$ cat src/design/sbc_pkg.sv
// Package of constants and carrier types for the timing, watchdog, mux and mask registers
package sbc_pkg;

    // Register addresses carried in the upper nibble of a frame
    localparam logic [3:0] ADDR_TIMING_CONTROL   = 4'ha;
    localparam logic [3:0] ADDR_WATCHDOG_STATUS  = 4'hb;
    localparam logic [3:0] ADDR_ANALOG_SELECT    = 4'hc;
    localparam logic [3:0] ADDR_CONFIGURATION    = 4'hd;
    localparam logic [3:0] ADDR_INTERRUPT_MASK   = 4'he;
    localparam logic [3:0] ADDR_INTERRUPT_SOURCE = 4'hf;

    // Frame layout
    localparam logic [3:0] FRAME_BITS      = 4'h8;
    localparam logic [3:0] ADDR_BITS       = 4'h4;
    localparam int         TARGET_SEL_BIT  = 3;

    // Values after reset
    localparam logic [2:0] WD_DIV_RESET    = 3'h0;
    localparam logic [2:0] INTERVAL_RESET  = 3'h0;
    localparam logic       DIV_SEL_RESET   = 1'h1;
    localparam logic [2:0] CHANNEL_RESET   = 3'h0;
    localparam logic [3:0] CONFIG_RESET    = 4'h0;
    localparam logic [3:0] MASK_RESET      = 4'hf;

    // Mask bit positions
    localparam int MASK_HS  = 3;
    localparam int MASK_LS  = 2;
    localparam int MASK_LIN = 1;
    localparam int MASK_VM  = 0;

    // Interval steps in milliseconds
    localparam logic [10:0] INTERVAL_STEP_MS    = 11'h014;
    localparam logic [10:0] INTERVAL_STEP_X8_MS = 11'h0a0;

    // Prescaler divider for code zero
    localparam logic [3:0] WD_DIV_UNITY = 4'h1;

    // Interrupt release pulse
    localparam int         CLK_PERIOD_NS = 100;
    localparam int         IRQ_PULSE_US  = 10;
    localparam logic [6:0] IRQ_PULSE_CYC =
        7'((IRQ_PULSE_US * 1000 + CLK_PERIOD_NS - 1) / CLK_PERIOD_NS);

    // Serial frame states
    typedef enum logic [1:0] {
        SBC_SPI_IDLE,
        SBC_SPI_SHIFT,
        SBC_SPI_DONE
    } sbc_spi_e;

    // Watchdog inputs from the watchdog engine
    typedef struct packed {
        logic timeout_reset;   // Pulse: reset came from timeout
        logic closed_clear;    // Pulse: reset came from early clear
        logic res_missing;     // Level: config resistor missing
        logic conf_grounded;   // Level: config pin at ground
        logic window_open;     // Level: clears accepted now
    } sbc_wd_in_s;

    // Interrupt requests from the function blocks
    typedef struct packed {
        logic hs;              // High-side overtemperature
        logic ls;              // Low-side overtemperature
        logic lin;             // Bus transceiver fault
        logic vm_over;         // Supply overvoltage
        logic vm_under;        // Supply undervoltage
        logic reg_prewarn;     // Regulator overtemperature prewarning
    } sbc_irq_s;

    // Decoded control toward the analog and watchdog blocks
    typedef struct packed {
        logic [3:0]  wd_prescale_div;
        logic        wd_internal_timebase;
        logic        wd_window_enable;
        logic        wd_timeout_suppress;
        logic        direct_normal;
        logic [10:0] interval_ms;
        logic        cyclic_sense_en;
        logic        forced_wake_en;
        logic        input_divider_select;
        logic [2:0]  analog_channel_code;
        logic        analog_buf_en;
        logic        hall_supply_enable;
        logic        sense_autozero_enable;
        logic        sense_gain_select;
    } sbc_ctrl_s;

endpackage : sbc_pkg

$ cat src/design/sbc_sync.sv
// Two-stage synchroniser with edge detection for the serial pins
`timescale 1ns/1ps
module sbc_sync
    import sbc_pkg::*;
(
    input  wire logic       I_CLK,
    input  wire logic       I_RST_B,
    input  wire logic [2:0] i_pins,    // {cs_b, sclk, mosi}
    output logic [2:0]      o_level,   // Synchronised levels
    output logic [2:0]      o_rise,    // One-cycle rising edges
    output logic [2:0]      o_fall     // One-cycle falling edges
);

    // Three stages: capture, stable, previous stable
    typedef struct packed {
        logic [2:0] s1;
        logic [2:0] s2;
        logic [2:0] s3;
    } sbc_sync_s;

    localparam logic [2:0] PIN_IDLE = 3'h4;   // Chip select idles high

    sbc_sync_s state_reg;   // Registered stages
    sbc_sync_s state_next;  // Next stages

    // Shift the stages
    always_comb begin
        state_next    = state_reg;
        state_next.s1 = i_pins;
        state_next.s2 = state_reg.s1;
        state_next.s3 = state_reg.s2;
    end

    // Register with synchronous reset
    always_ff @(posedge I_CLK) begin
        if (!I_RST_B) begin
            state_reg <= '{s1: PIN_IDLE, s2: PIN_IDLE, s3: PIN_IDLE};
        end else begin
            state_reg <= state_next;
        end
    end

    // Edge detection per pin, from second stage onward only
    for (genvar g = 0; g < 3; g++) begin : g_edge
        assign o_level[g] = state_reg.s2[g];
        assign o_rise[g]  = state_reg.s2[g] & ~state_reg.s3[g];
        assign o_fall[g]  = ~state_reg.s2[g] & state_reg.s3[g];
    end

endmodule : sbc_sync

$ cat src/design/sbc_regs.sv
// Serial register bank: timing, watchdog status, analog select, configuration, mask
`timescale 1ns/1ps
module sbc_regs
    import sbc_pkg::*;
(
    input  wire logic       I_CLK,          // 10 MHz system clock
    input  wire logic       I_RST_B,        // Power-on reset, active low
    input  wire logic       I_SCLK,         // Serial clock pin
    input  wire logic       I_CS_B,         // Chip select pin, active low
    input  wire logic       I_MOSI,         // Serial data in pin
    output logic            O_MISO,         // Serial data out
    output logic            O_MISO_OE,      // Serial out drive enable
    input  wire logic       I_MODE_RESET,   // Reset mode or external reset
    input  wire logic       I_LOW_POWER,    // Stop or Sleep mode
    input  wire logic       I_HS_ON,        // Any high-side switch on
    input  wire sbc_wd_in_s I_WD,           // Watchdog engine status
    input  wire logic [3:0] I_INT_SOURCE,   // Interrupt source nibble
    input  wire logic       I_INT_PENDING,  // Interrupt still pending
    input  wire sbc_irq_s   I_IRQ_REQ,      // Raw interrupt requests
    output sbc_irq_s        O_IRQ_PASS,     // Requests after masking
    output logic            O_IRQ_B,        // Interrupt pin, active low
    output logic            O_INT_ACK,      // Source read acknowledge
    output sbc_ctrl_s       O_CTRL          // Decoded control outputs
);

    // Whole state of the bank
    typedef struct packed {
        sbc_spi_e   st;          // Frame state
        logic [3:0] cnt;         // Bits received
        logic [7:0] rx;          // Received frame
        logic [3:0] tx;          // Answer nibble being sent
        logic       miso;        // Serial out bit
        logic       miso_oe;     // Serial out enable
        logic [2:0] wd_div;      // Watchdog divider code
        logic [2:0] interval;    // Sense interval code
        logic       watchdog_timeout_flag;        // Watchdog timeout flag
        logic       div_sel;     // Input divider select
        logic [2:0] chan;        // Analog channel code
        logic       hall;        // Hall supply enable
        logic       x8;          // Interval times eight
        logic       az;          // Auto-zero enable
        logic       gain;        // Gain select
        logic [3:0] mask;        // Interrupt enables
        logic       lp_d;        // Previous low-power level
        logic       hs_latched;  // High side on at low-power entry
        logic       irq_b;       // Interrupt pin level
        logic [6:0] pulse;       // Release pulse counter
        logic       ack;         // Acknowledge pulse
        sbc_irq_s   pass;        // Masked requests
        sbc_ctrl_s  ctrl;        // Decoded control
    } sbc_regs_s;

    sbc_regs_s   state_reg;      // Registered state
    sbc_regs_s   state_next;     // Next state
    logic [2:0]  pin_level;      // Synchronised pins
    logic [2:0]  pin_rise;       // Pin rising edges
    logic [2:0]  pin_fall;       // Pin falling edges
    logic        cs_b;           // Synchronised chip select
    logic        sclk_rise;      // Serial clock rising
    logic        sclk_fall;      // Serial clock falling
    logic        mosi;           // Synchronised data in
    logic [3:0]  addr_now;       // Address once four bits are in
    logic [3:0]  data_now;       // Data once eight bits are in
    logic [3:0]  answer;         // Answer for the current address
    logic        watchdog_timeout_flag_clear;     // Access clears timeout flag
    logic        window_active;  // Windowed watchdog active

    // Pins pass two flip-flops before use
    sbc_sync u_sync (
        .I_CLK   (I_CLK),
        .I_RST_B (I_RST_B),
        .i_pins  ({I_CS_B, I_SCLK, I_MOSI}),
        .o_level (pin_level),
        .o_rise  (pin_rise),
        .o_fall  (pin_fall)
    );

    // Split the synchronised bundle into its pins
    assign cs_b      = pin_level[2];
    assign sclk_rise = pin_rise[1];
    assign sclk_fall = pin_fall[1];
    assign mosi      = pin_level[0];
    // Both nibbles end with the bit on the current rise
    assign addr_now  = {state_reg.rx[2:0], mosi};
    assign data_now  = {state_reg.rx[2:0], mosi};

    // Answer nibble chosen once the address is known
    always_comb begin
        answer = 4'h0;
        case (addr_now)
            ADDR_TIMING_CONTROL,
            ADDR_WATCHDOG_STATUS: begin
                answer = {state_reg.watchdog_timeout_flag, I_WD.res_missing,
                          I_WD.conf_grounded, I_WD.window_open};
            end
            ADDR_INTERRUPT_MASK,
            ADDR_INTERRUPT_SOURCE: begin
                answer = I_INT_SOURCE;
            end
            default: begin
                answer = 4'h0;                                   // Unmapped reads zero
            end
        endcase
    end

    // Windowing runs only with resistor present and watchdog on
    assign window_active = ~I_WD.res_missing & ~I_WD.conf_grounded;

    // Next-state logic
    always_comb begin
        state_next      = state_reg;
        state_next.ack  = 1'b0;
        state_next.lp_d = I_LOW_POWER;
        watchdog_timeout_flag_clear      = 1'b0;

        // Serial frame handling
        // Enable trails chip select by the sync delay
        state_next.miso_oe = ~cs_b;
        case (state_reg.st)
            SBC_SPI_IDLE: begin
                // Wait for chip select
                state_next.miso = 1'b0;
                if (!cs_b) begin
                    state_next.st  = SBC_SPI_SHIFT;
                    state_next.cnt = 4'h0;
                    state_next.rx  = 8'h00;
                end
            end
            SBC_SPI_SHIFT: begin
                if (cs_b) begin
                    // Frame cut short: nothing takes effect
                    state_next.st = SBC_SPI_IDLE;
                end else if (sclk_rise) begin
                    state_next.rx  = {state_reg.rx[6:0], mosi};
                    state_next.cnt = state_reg.cnt + 4'h1;
                    // Address complete: capture answer before any clear
                    if (state_reg.cnt == ADDR_BITS - 4'h1) begin
                        state_next.tx = answer;
                    end
                    if (state_reg.cnt == FRAME_BITS - 4'h1) begin
                        // Whole frame in: commit the access
                        state_next.st = SBC_SPI_DONE;
                        case (state_reg.rx[6:3])
                            ADDR_TIMING_CONTROL: begin
                                // Top data bit routes the code
                                if (data_now[TARGET_SEL_BIT]) begin
                                    state_next.interval = data_now[2:0];
                                end else begin
                                    state_next.wd_div = data_now[2:0];
                                end
                                watchdog_timeout_flag_clear = 1'b1;
                            end
                            ADDR_WATCHDOG_STATUS: begin
                                // Status read only clears the flag
                                watchdog_timeout_flag_clear = 1'b1;
                            end
                            ADDR_ANALOG_SELECT: begin
                                // Divider select and channel code
                                state_next.div_sel = data_now[3];
                                state_next.chan    = data_now[2:0];
                            end
                            ADDR_CONFIGURATION: begin
                                // Hall, times eight, auto-zero, gain
                                state_next.hall = data_now[3];
                                state_next.x8   = data_now[2];
                                state_next.az   = data_now[1];
                                state_next.gain = data_now[0];
                            end
                            ADDR_INTERRUPT_MASK: begin
                                // One enable per maskable block
                                state_next.mask = data_now;
                            end
                            ADDR_INTERRUPT_SOURCE: begin
                                // Source read acknowledges the interrupt
                                state_next.ack = 1'b1;
                            end
                            default: begin
                                // Unmapped address: no effect
                            end
                        endcase
                    end
                end else if (sclk_fall && state_reg.cnt >= ADDR_BITS) begin
                    // Answer nibble, most significant bit first
                    state_next.miso = state_reg.tx[3];
                    state_next.tx   = {state_reg.tx[2:0], 1'b0};
                end else if (sclk_fall) begin
                    // Address phase sends zeros
                    state_next.miso = 1'b0;
                end
            end
            SBC_SPI_DONE: begin
                // Extra clocks ignored until chip select rises
                if (cs_b) begin
                    state_next.st = SBC_SPI_IDLE;
                end
            end
            default: begin
                state_next.st = SBC_SPI_IDLE;
            end
        endcase

        // Timeout flag: set wins over clear
        state_next.watchdog_timeout_flag = I_WD.timeout_reset | I_WD.closed_clear
                        | (state_reg.watchdog_timeout_flag & ~watchdog_timeout_flag_clear);

        // Reset mode or external reset clears selected fields
        if (I_MODE_RESET) begin
            // Other control fields only return on power-on reset
            state_next.chan = CHANNEL_RESET;
            state_next.hall = CONFIG_RESET[3];
        end

        // Latch high-side state on entry to Stop or Sleep
        if (I_LOW_POWER && !state_reg.lp_d) begin
            // Decides cyclic sense against forced wake-up
            state_next.hs_latched = I_HS_ON;
        end

        // Interrupt pin: release on acknowledge, pulse if still pending
        if (state_reg.ack) begin
            state_next.irq_b = 1'b1;
            state_next.pulse = IRQ_PULSE_CYC - 7'h1;
        end else if (state_reg.pulse != 7'h0) begin
            // Hold released until the count runs out
            state_next.irq_b = 1'b1;
            state_next.pulse = state_reg.pulse - 7'h1;
        end else begin
            // Otherwise follow the pending level
            state_next.irq_b = ~I_INT_PENDING;
        end

        // Interrupt masking
        state_next.pass.hs          = I_IRQ_REQ.hs & state_reg.mask[MASK_HS];
        state_next.pass.ls          = I_IRQ_REQ.ls & state_reg.mask[MASK_LS];
        state_next.pass.lin         = I_IRQ_REQ.lin & state_reg.mask[MASK_LIN];
        state_next.pass.vm_over     = I_IRQ_REQ.vm_over & state_reg.mask[MASK_VM];
        state_next.pass.vm_under    = I_IRQ_REQ.vm_under;
        state_next.pass.reg_prewarn = I_IRQ_REQ.reg_prewarn;

        // Decoded watchdog control
        if (window_active && state_reg.wd_div != 3'h0) begin
            state_next.ctrl.wd_prescale_div = {state_reg.wd_div, 1'b0};
        end else begin
            state_next.ctrl.wd_prescale_div = WD_DIV_UNITY;
        end
        // Resistor and pin conditions pass straight through
        state_next.ctrl.wd_internal_timebase = I_WD.res_missing;
        state_next.ctrl.wd_window_enable     = window_active;
        state_next.ctrl.wd_timeout_suppress  = I_WD.conf_grounded;
        state_next.ctrl.direct_normal        = I_WD.conf_grounded;

        // Decoded interval control
        state_next.ctrl.interval_ms = 11'(state_reg.interval)
            * (state_reg.x8 ? INTERVAL_STEP_X8_MS : INTERVAL_STEP_MS);
        state_next.ctrl.cyclic_sense_en = I_LOW_POWER && state_reg.interval != 3'h0
                                          && state_reg.hs_latched;
        state_next.ctrl.forced_wake_en  = I_LOW_POWER && state_reg.interval != 3'h0
                                          && !state_reg.hs_latched;

        // Decoded analog control
        state_next.ctrl.input_divider_select  = state_reg.div_sel;
        state_next.ctrl.analog_channel_code   = state_reg.chan;
        // Buffer unpowered when disabled or in low power
        state_next.ctrl.analog_buf_en = state_reg.chan != 3'h0 && !I_LOW_POWER;
        state_next.ctrl.hall_supply_enable    = state_reg.hall;
        state_next.ctrl.sense_autozero_enable = state_reg.az;
        state_next.ctrl.sense_gain_select     = state_reg.gain;
    end

    // State register with power-on reset
    always_ff @(posedge I_CLK) begin
        if (!I_RST_B) begin
            state_reg            <= '0;
            state_reg.st         <= SBC_SPI_IDLE;
            state_reg.wd_div     <= WD_DIV_RESET;
            state_reg.interval   <= INTERVAL_RESET;
            state_reg.div_sel    <= DIV_SEL_RESET;
            state_reg.chan       <= CHANNEL_RESET;
            state_reg.hall       <= CONFIG_RESET[3];
            state_reg.x8         <= CONFIG_RESET[2];
            state_reg.az         <= CONFIG_RESET[1];
            state_reg.gain       <= CONFIG_RESET[0];
            state_reg.mask       <= MASK_RESET;
            // Interrupt pin idles released
            state_reg.irq_b      <= 1'b1;
            // Decoded outputs start from the register reset values
            state_reg.ctrl.wd_prescale_div      <= WD_DIV_UNITY;
            state_reg.ctrl.input_divider_select <= DIV_SEL_RESET;
        end else begin
            state_reg <= state_next;
        end
    end

    // Outputs straight from the state register
    assign O_MISO     = state_reg.miso;
    assign O_MISO_OE  = state_reg.miso_oe;
    assign O_IRQ_PASS = state_reg.pass;
    assign O_IRQ_B    = state_reg.irq_b;
    assign O_INT_ACK  = state_reg.ack;
    assign O_CTRL     = state_reg.ctrl;

endmodule : sbc_regs

$ cat config.mk
export PLATFORM = sky130hd
export DESIGN_NAME = sbc_regs
export DESIGN_NICKNAME = d
export VERILOG_FILES = /design/src/design/sbc_pkg.sv /design/src/design/sbc_sync.sv /design/src/design/sbc_regs.sv
export SDC_FILE = /design/constraint.sdc
export NUM_CORES = 1
export LEC_CHECK = 0
export BUFFER_PORTS_ARGS = -buffer_cell sky130_fd_sc_hd__clkbuf_2
export CAP_MARGIN = 20
export CORE_ASPECT_RATIO = 0.75
export CORE_MARGIN = 1
export CORE_UTILIZATION = 40
export DETAILED_ROUTE_END_ITERATION = 10
export MAX_ROUTING_LAYER = met4
export SYNTH_ARGS = -nofsm -noshare
export SYNTH_HDL_FRONTEND = slang
export SYNTH_HIERARCHICAL = 1
export SYNTH_SLANG_ARGS = --single-unit
$ cat constraint.sdc
create_clock -name I_CLK -period 3 [get_ports I_CLK]
set_clock_uncertainty 0.05 [all_clocks]
set_input_delay 0.15 -clock I_CLK [delete_from_list [all_inputs] [get_ports I_CLK]]
set_output_delay 0.15 -clock I_CLK [all_outputs]
set_load 0.02 [all_outputs]
### Word-level counts from Yosys, hierarchy flattened

Cells that the tools add are included.

| storage, ports and cells | value |
|---|---|
| register bits | 91 |
| output and inout bits | 39 |
| input bits | 24 |

| operators by class | value |
|---|---|
| multiplexer cells | 26 |
| add/sub/neg operators | 2 |
| bitwise operators | 22 |
| reduce and logical (&&, ||, !) cells | 35 |
| $mul | 1 |
| magnitude comparators | 1 |
| equality and inequality tests | 23 |

Operators with widths:

| kind | count |
|---|---|
| 4-bit == test (second input constant) | 10 |
| 14-bit two-way mux | 2 |
| 12-bit one-hot mux with 2 select lines | 1 |
| 17-bit two-way mux | 1 |
| 4-bit AND reduction | 4 |
| 5-bit AND reduction | 3 |
| 7-bit two-way mux | 2 |
| 4-bit two-way mux | 3 |
| 1-bit inverter | 12 |
| 6-bit AND reduction | 2 |
| 3-bit by 8-bit multiplier with 11-bit output | 1 |
| 1-bit two-way mux | 10 |
| 2-bit OR reduction | 5 |
| 3-bit nonzero test | 3 |
| 1-bit AND | 8 |
| 8-bit two-way mux | 1 |
| 2-bit != test (second input constant) | 4 |
| 4-bit one-hot mux with 2 select lines | 1 |
| 1-bit logical AND | 7 |
| 7-bit nonzero test | 1 |
| 7-bit by 1-bit subtractor with 7-bit output (second input constant) | 1 |
| 2-bit two-way mux | 3 |
| 3-bit by 2-bit != test with 1-bit output (second input constant) | 2 |
| 2-bit one-hot mux with 3 select lines | 1 |
| 16 further kinds | 22 |

### Logic depth before layout (Yosys ltp)

Gate-level depths: netlist of the first run.

| logic depth | value |
|---|---|
| depth after elaboration | 10 |
| gate-level depth with buffers | 9 |

### Modules after synthesis

The synthesis of the first run kept the hierarchy.

Modules (own cells, without submodules):

| module | cells each | instances | area an instance (sq um) |
|---|---|---|---|
| sbc_regs | 360 | 1 | 3430.8 |
| sbc_sync | 27 | 1 | 296.5 |

### Least setup slack after synthesis of the first run

Ideal clock, no wire load.

| timing path | value |
|---|---|
| kind | flip-flop to flip-flop |
| start | register state_reg[52] in the netlist's numbering |
| end | register state_reg, in the netlist O_CTRL[19] |
| data required time | 2.822 ns |
| path slack | 0.822 ns |
| arrival time | 2.000 ns |
| stages on the path, launching flop included | 10 |
| cell sequence | dfxtp_1 -> clkbuf_1 -> and2_1 -> ha_1 -> ha_1 -> fa_1 -> a21o_1 -> a21oi_1 -> xor2_1 -> nor2_1 |

| on the way | value |
|---|---|
| cells in the longest elaborated chain, start to end | 2 |

Ends and longest elaborated chain:

| what | RTL line | text |
|---|---|---|
| start, declared | sbc_regs.sv:53 | `sbc_regs_s state_reg;` |
| start signal, assigned | sbc_regs.sv:290 | `state_reg <= state_next;` |
| 8-bit two-way mux | sbc_regs.sv:254 | `* (state_reg.x8 ? INTERVAL_STEP_X8_MS : INTERVAL_STEP_MS);` |
| 3-bit by 8-bit multiplier with 11-bit output | sbc_regs.sv:254 |  |

No other way between the ends.
A chain may end at the register's enable or synchronous reset.

### Worst setup path in the final report of the first run

| timing path | value |
|---|---|
| start | register u_sync.state_reg, in the netlist u_sync/o_level[1] |
| end | register state_reg[58] in the netlist's numbering |

| on the way | value |
|---|---|
| cells in the longest elaborated chain, start to end | 7 |

Ends and longest elaborated chain:

| what | RTL line | text |
|---|---|---|
| start, declared | sbc_sync.sv:23 | `sbc_sync_s state_reg;` |
| start signal, assigned | sbc_sync.sv:37 | `state_reg <= '{s1: PIN_IDLE, s2: PIN_IDLE, s3: PIN_IDLE};` |
| start signal, assigned | sbc_sync.sv:39 | `state_reg <= state_next;` |
| 1-bit AND | sbc_sync.sv:46 | `assign o_rise[g] = state_reg.s2[g] & ~state_reg.s3[g];` |
| named net pin_rise[1] | sbc_regs.sv:56 | `logic [2:0] pin_rise;` |
| 1-bit two-way mux | sbc_regs.sv:133 | `end else if (sclk_rise) begin` |
| 1-bit two-way mux | sbc_regs.sv:130 | `if (cs_b) begin` |
| 1-bit two-way mux | sbc_regs.sv:119 | `case (state_reg.st)` |
| 1-bit inverter | sbc_regs.sv:204 | `\| (state_reg.watchdog_timeout_flag & ~watchdog_timeout_flag_clear);` |
| 1-bit AND | sbc_regs.sv:204 |  |
| 1-bit bitwise OR | sbc_regs.sv:204 |  |

The timed path passes the listed nets, and every way through them passes these cells.

==> results of run 1 <==
## where the power goes
group | switching [W] | total, W | internal [W]
sequential | 0.0000424 | 0.00127 | 0.00122
combinational | 0.000150 | 0.000283 | 0.000134
clock | 0.000459 | 0.00111 | 0.000649
## cells in the final DEF, fill, tap and decap left out, types with 2 or more instances in the layout
master         instances
dfxtp_1               88
clkbuf_2              60
nand2_1               30
nor2_1                27
and2_1                24
mux2i_1               21
dlygate4sd3_1         14
nor3_1                13
a21oi_1               11
nor2b_1               10
inv_1                  9
ha_1                   9
clkbuf_16              9
nor3b_1                6
nand2b_1               6
a22oi_1                6
nand3_1                6
o21ai_0                5
or4_1                  4
xnor2_1                4
nand4_1                4
and3_1                 4
o31ai_1                3
and4b_1                3
a2111oi_0              3
conb_1                 3
a311oi_1               2
o21a_1                 2
a21o_1                 2
o211ai_1               2
a211oi_1               2
clkinv_4               2
buf_4                  2
## area by class of cell
type                            instances  area, sq um  share of cell area, %
Sequential cell                        88         1760                   42.1
Timing Repair Buffer                   76          455                   10.9
Multi-Input combinational cell        230         1500                   35.9
Tap cell                              108          135                   3.23
Clock inverter                          6         68.8                   1.64
Inverter                                9         33.8                  0.807
Clock buffer                           10          229                   5.47
## critical path, cell delays in order (launching register included)
cell	delay, ns
dfxtp_1	0.34
nor2b_1	0.46
and4bb_2	0.51
nand4b_1	0.20
a211oi_1	0.26
dlygate4sd3_1	0.58
nor2_1	0.04
## metrics by stage
stage	hold WS, ns	setup WS (ns)	utilization, %	power (W)
3_5_place_dp	0.292	0.792	43.4	0.00156
6_report	0.0174	0.454	48.5	0.00266
4_1_cts	0.00972	0.517	48.5	0.00270
5_1_grt	0.0136	0.259	48.5	0.00278
2_1_floorplan	0.173	0.822	-	0.00150
3_3_place_gp	0.283	0.854	43.4	0.00156
## path summary, 6_finish.rpt
kind / startpoint / to / cells after the start
setup / recovery: u_sync/o_level[1]$_SDFF_PN0_ / state_reg[58]$_SDFF_PN0_ / 6
setup reg to reg: u_sync/o_level[1]$_SDFF_PN0_ / state_reg[58]$_SDFF_PN0_ / 6
hold / removal: I_IRQ_REQ[3] / O_IRQ_PASS[3]$_SDFF_PN0_ / 2
hold reg to reg: u_sync/state_next[5]$_SDFF_PN1_ / u_sync/o_level[2]$_SDFF_PN1_ / 1
## layer usage
metal  global-route usage, %  wire (um)
met1                    22.0       3510
met2                    23.0       2870
met3                    5.05        390
met4                    6.30         86
met5                       -          0
## what timing repair did
| item | CTS | global route |
|---|---|---|
| endpoints found under the hold margin | 14 | 0 |
| hold buffers | 14 | 0 |
| buffers inserted | 0 | 0 |
==> impl_metrics.yaml, run 1 <==
status:
  status: "finished, violations left"
  violations: "DRC"
sta:
  relSlewSlack_pct: 52.9
  tns_ns: 0
  rsz0062_at_grt: "no"
  final-hold-violation-count: 0
  min_period_ns: 2.55
  setup_viol: 0
  period_share_pct: 84.9
  worstMarginPinSlew_ns: 0.702
  fmax_ghz: 0.393
  maxSlewViolCount: 0
power:
  peakVddDrop_mv: 0.445
  power.leakage_nw: 1.85
  p_per_area_mw_per_mm2: 635
global_route:
  grt_antenna_before_repair: 0
  grt_pass1_vias: 2384
  grt_start_max_net_pins: 51
  grt_usage_pct: 16.4
  grt_pass1_wl_um: 11600
  grt-ovfl-total: 0
drt:
  wl_per_cell_um: 13.0
  drc: 6
  drt.antenna.violating_nets: 0
  drt-pass1-iter-count: 8
  wl_um: 6860
  drt_iter0_drc: 120
  routed_via_density: 4.93
  num_vias: 2596
floorplan:
  die_y_um: 84.6
  rows: 29
  die_x_um: 112
  core-area_sq_mm: 0.00864
  pin_count: 63
  die-area_sq_mm: 0.00950
  start_util_pct: 42.2
final_layout:
  fin_cells: 527
  final_nets: 448
  design_area_sq_mm: 0.00419
  largest_register_ffs: 35
  layout-drive-gt1-share_pct: 19.8
  fill_cells: 842
  diodes: 0
  area_growth_pct: 14.9
critical_path:
  cp-end-kind: "flip-flop"
  crit_type: "flip-flop to flip-flop"
  worstPathMaxFanout: 14
  start_kind: "flip-flop"
  worstPathRequired_ns: 3.17
  arrival_ns: 2.72
  r2r_slack_ns: 0.45
run:
  cap_viol_max_count: 0
placed_design:
  port_buffers: 60
  hpwl_um: 4730
  place_inst: 497
  placed_area_sq_mm: 0.00375
  gp_congestion: 0.815
synth:
  syn_area_sq_mm: 0.00364
  netlist_instances: 378
  syn_area_per_cell_sq_um: 9.64
  yosysWarnings: 6
min_path:
  min_path_type: "input pin to flip-flop"
clock_network:
  numClockSinks: 88
  clkLatencyLatePin_ns: 0.34
  post_cts_resized: 0
  clkTransAtPathRegs_ns: 0.06
  cts_buffers: 9
  cts_tree: "yes"
  clockBufferDepth: 2
  cts_root_buffer: "clkbuf_16"
  cts-htree-levels: 3
No activity file was read; power rests on OpenSTA's default activity.
==> run 2, diff against run 1 <==
clock period = 2.1 ns   (was 3 ns; I/O delays follow)
==> run 2 against run 1 <==
Compared with the run above:
- hold slack better by 0.078 ns
- critical path depth up 2
- die area unchanged
- largest power group unchanged
- core utilization is 1.8 points higher
- the run still ends with DRC left
- sequential share of layout area shrank 1.3 points
- global-route usage grew 0.22 points
- clock power increased by 51%
- worst setup slack lost 0.33 ns
- largest cell class unchanged
- combinational power grew 53%
==> impl_metrics.yaml, run 2 (same netlist as run 1, synthesis figures left out) <==
power:
  pwr-share-seq_pct: 46.1
  p_sw_share_pct: 23.2
  peakVddDrop_mv: 0.486
  power.leakage_nw: 1.90
  p_clk_share_pct: 42.9
  p_switching_w: 0.000907
  power_frac_comb_pct: 11.1
  internal_power_w: 0.00301
  p_per_area_mw_per_mm2: 903
floorplan:
  die_x_um: 112
  start_util_pct: 42.2
  die-area_sq_mm: 0.00950
  pin_count: 63
  rows: 29
  core-area_sq_mm: 0.00864
  die_y_um: 84.6
min_path:
  hold_path_depth: 3
  hp-start: "I_RST_B"
  min_path_type: "input pin to flip-flop"
  holdPathEnd: "state_reg[58]$_SDFF_PN0_"
critical_path:
  start_kind: "flip-flop"
  r2r-end: "O_CTRL[19]$_SDFF_PN0_"
  r2r_slack_ns: 0.13
  r2r_start: "state_reg[59]$_SDFFE_PN0P_"
  crit_type: "flip-flop to flip-flop"
  arrival_ns: 2.14
  cp-end-kind: "flip-flop"
  worstPathRequired_ns: 2.27
  worstPathMaxFanout: 6
  ff2ff_path_depth: 8
sta:
  fmax_ghz: 0.507
  period_share_pct: 94.0
  relSlewSlack_pct: 52.9
  worstMarginPinSlew_ns: 0.701
  min_period_ns: 1.97
  setup_ws_ns: 0.126
  tns_ns: 0
  maxSlewViolCount: 0
  final-hold-violation-count: 0
  setup_viol: 0
  rsz0062_at_grt: "no"
global_route:
  grt_antenna_before_repair: 0
  grt_usage_pct: 16.6
  grt_start_max_net_pins: 51
  grt-ovfl-total: 0
  grt_pass1_vias: 2482
  grt_pass1_wl_um: 11900
status:
  status: "finished, violations left"
  violations: "DRC"
drt:
  drt-pass1-iter-count: 7
  wl_per_cell_um: 13.1
  routed_via_density: 4.89
  num_vias: 2626
  drt_iter0_drc: 125
  drt.antenna.violating_nets: 0
  drc: 6
  wl_um: 7020
run:
  cap_viol_max_count: 0
clock_network:
  clockBufferDepth: 2
  numClockSinks: 88
  cts_root_buffer: "clkbuf_16"
  clkTransAtPathRegs_ns: 0.06
  clkLatencyLatePin_ns: 0.33
  cts_tree: "yes"
  cts-htree-levels: 3
  cts_buffers: 9
final_layout:
  final_cell_mix: "dfxtp_1 (86), clkbuf_2 (60), nand2_1 (30)"
  layout-drive-gt1-share_pct: 23.3
  area_growth_pct: 19.1
  multiInputGateArea_sq_mm: 0.00154
  final_common_cell: "dfxtp_1"
  seq_area_sq_mm: 0.00177
  diodes: 0
  fin_cells: 537
  final_nets: 458
  largest_register_ffs: 35
  fill_cells: 812
placed_design:
  port_buffers: 60
  place_ws_ns: 0.00211
  hpwl_um: 4800
  gp_congestion: 0.799
  place_inst: 504
-- run 2: per-stage QoR --
stage | utilization, % | hold WS (ns) | cell area, sq um | power (W)
4_1_cts | 49.7 | 0.0850 | 4300 | 0.00397
5_1_grt | 50.2 | 0.107 | 4340 | 0.00411
3_3_place_gp | 44.0 | 0.235 | 3800 | 0.00224
3_5_place_dp | 44.0 | 0.242 | 3800 | 0.00225
2_1_floorplan | - | 0.128 | 3650 | 0.00215
6_report | 50.2 | 0.0956 | 4340 | 0.00392
-- run 2: how the worst max path moves through the flow --
stage	start	to	slack, ns	cells after the start
6_report	state_reg[59]$_SDFFE_PN0P_	O_CTRL[19]$_SDFF_PN0_	0.13	8
5_1_grt	state_reg[52]$_SDFFE_PN0P_	O_CTRL[19]$_SDFF_PN0_	0.02	9
4_1_cts	state_reg[59]$_SDFFE_PN0P_	O_CTRL[19]$_SDFF_PN0_	0.01	8
3_5_place_dp	state_reg[52]$_SDFFE_PN0P_	O_CTRL[19]$_SDFF_PN0_	0.002	8
3_3_place_gp	state_reg[52]$_SDFFE_PN0P_	O_CTRL[19]$_SDFF_PN0_	0.05	8
2_1_floorplan	state_reg[52]$_SDFFE_PN0P_	O_CTRL[19]$_SDFF_PN0_	0.03	9
-- run 2: final cells by class --
class	count	area share, %
clock inverters	3	1.07
inverters	9	0.779
well taps	108	3.11
flip-flops and latches	88	40.8
clock buffers	13	6.46
repair buffers	86	12.3
multi-input cells	230	35.5
-- run 2: power by group through the flow --
stage          Combinational (W)  Sequential [W]  Clock [W]
2_1_floorplan           0.000315         0.00183          0
3_3_place_gp            0.000401         0.00184          0
3_5_place_dp            0.000410         0.00184          0
4_1_cts                 0.000436         0.00181    0.00173
5_1_grt                 0.000483         0.00181    0.00181
6_report                0.000434         0.00181    0.00168
-- run 2: per-layer routing --
| layer | routed length [um] | track usage [%] |
|---|---|---|
| met5 | 0 | - |
| met1 | 3630 | 21.6 |
| met3 | 364 | 5.27 |
| met4 | 91 | 5.45 |
| met2 | 2940 | 24.4 |
-- run 2: repair_timing --
action / 4_1_cts / 5_1_grt
hold buffers: 16 / 0
hold endpoints to repair: 16 / 0
resized for setup: 2 / 8
pin swaps: 0 / 4
setup endpoints to repair: 1 / 1
buffers inserted: 0 / 1
-- run 2: worst max-delay path: stages, from the launching register on --
cell and delay [ns]:
dfxtp_4 0.36, and2_1 0.18, ha_4 0.22, ha_4 0.16
fa_2 0.35, a21o_1 0.18, a21oi_2 0.15, xor2_1 0.15
nor2_1 0.05
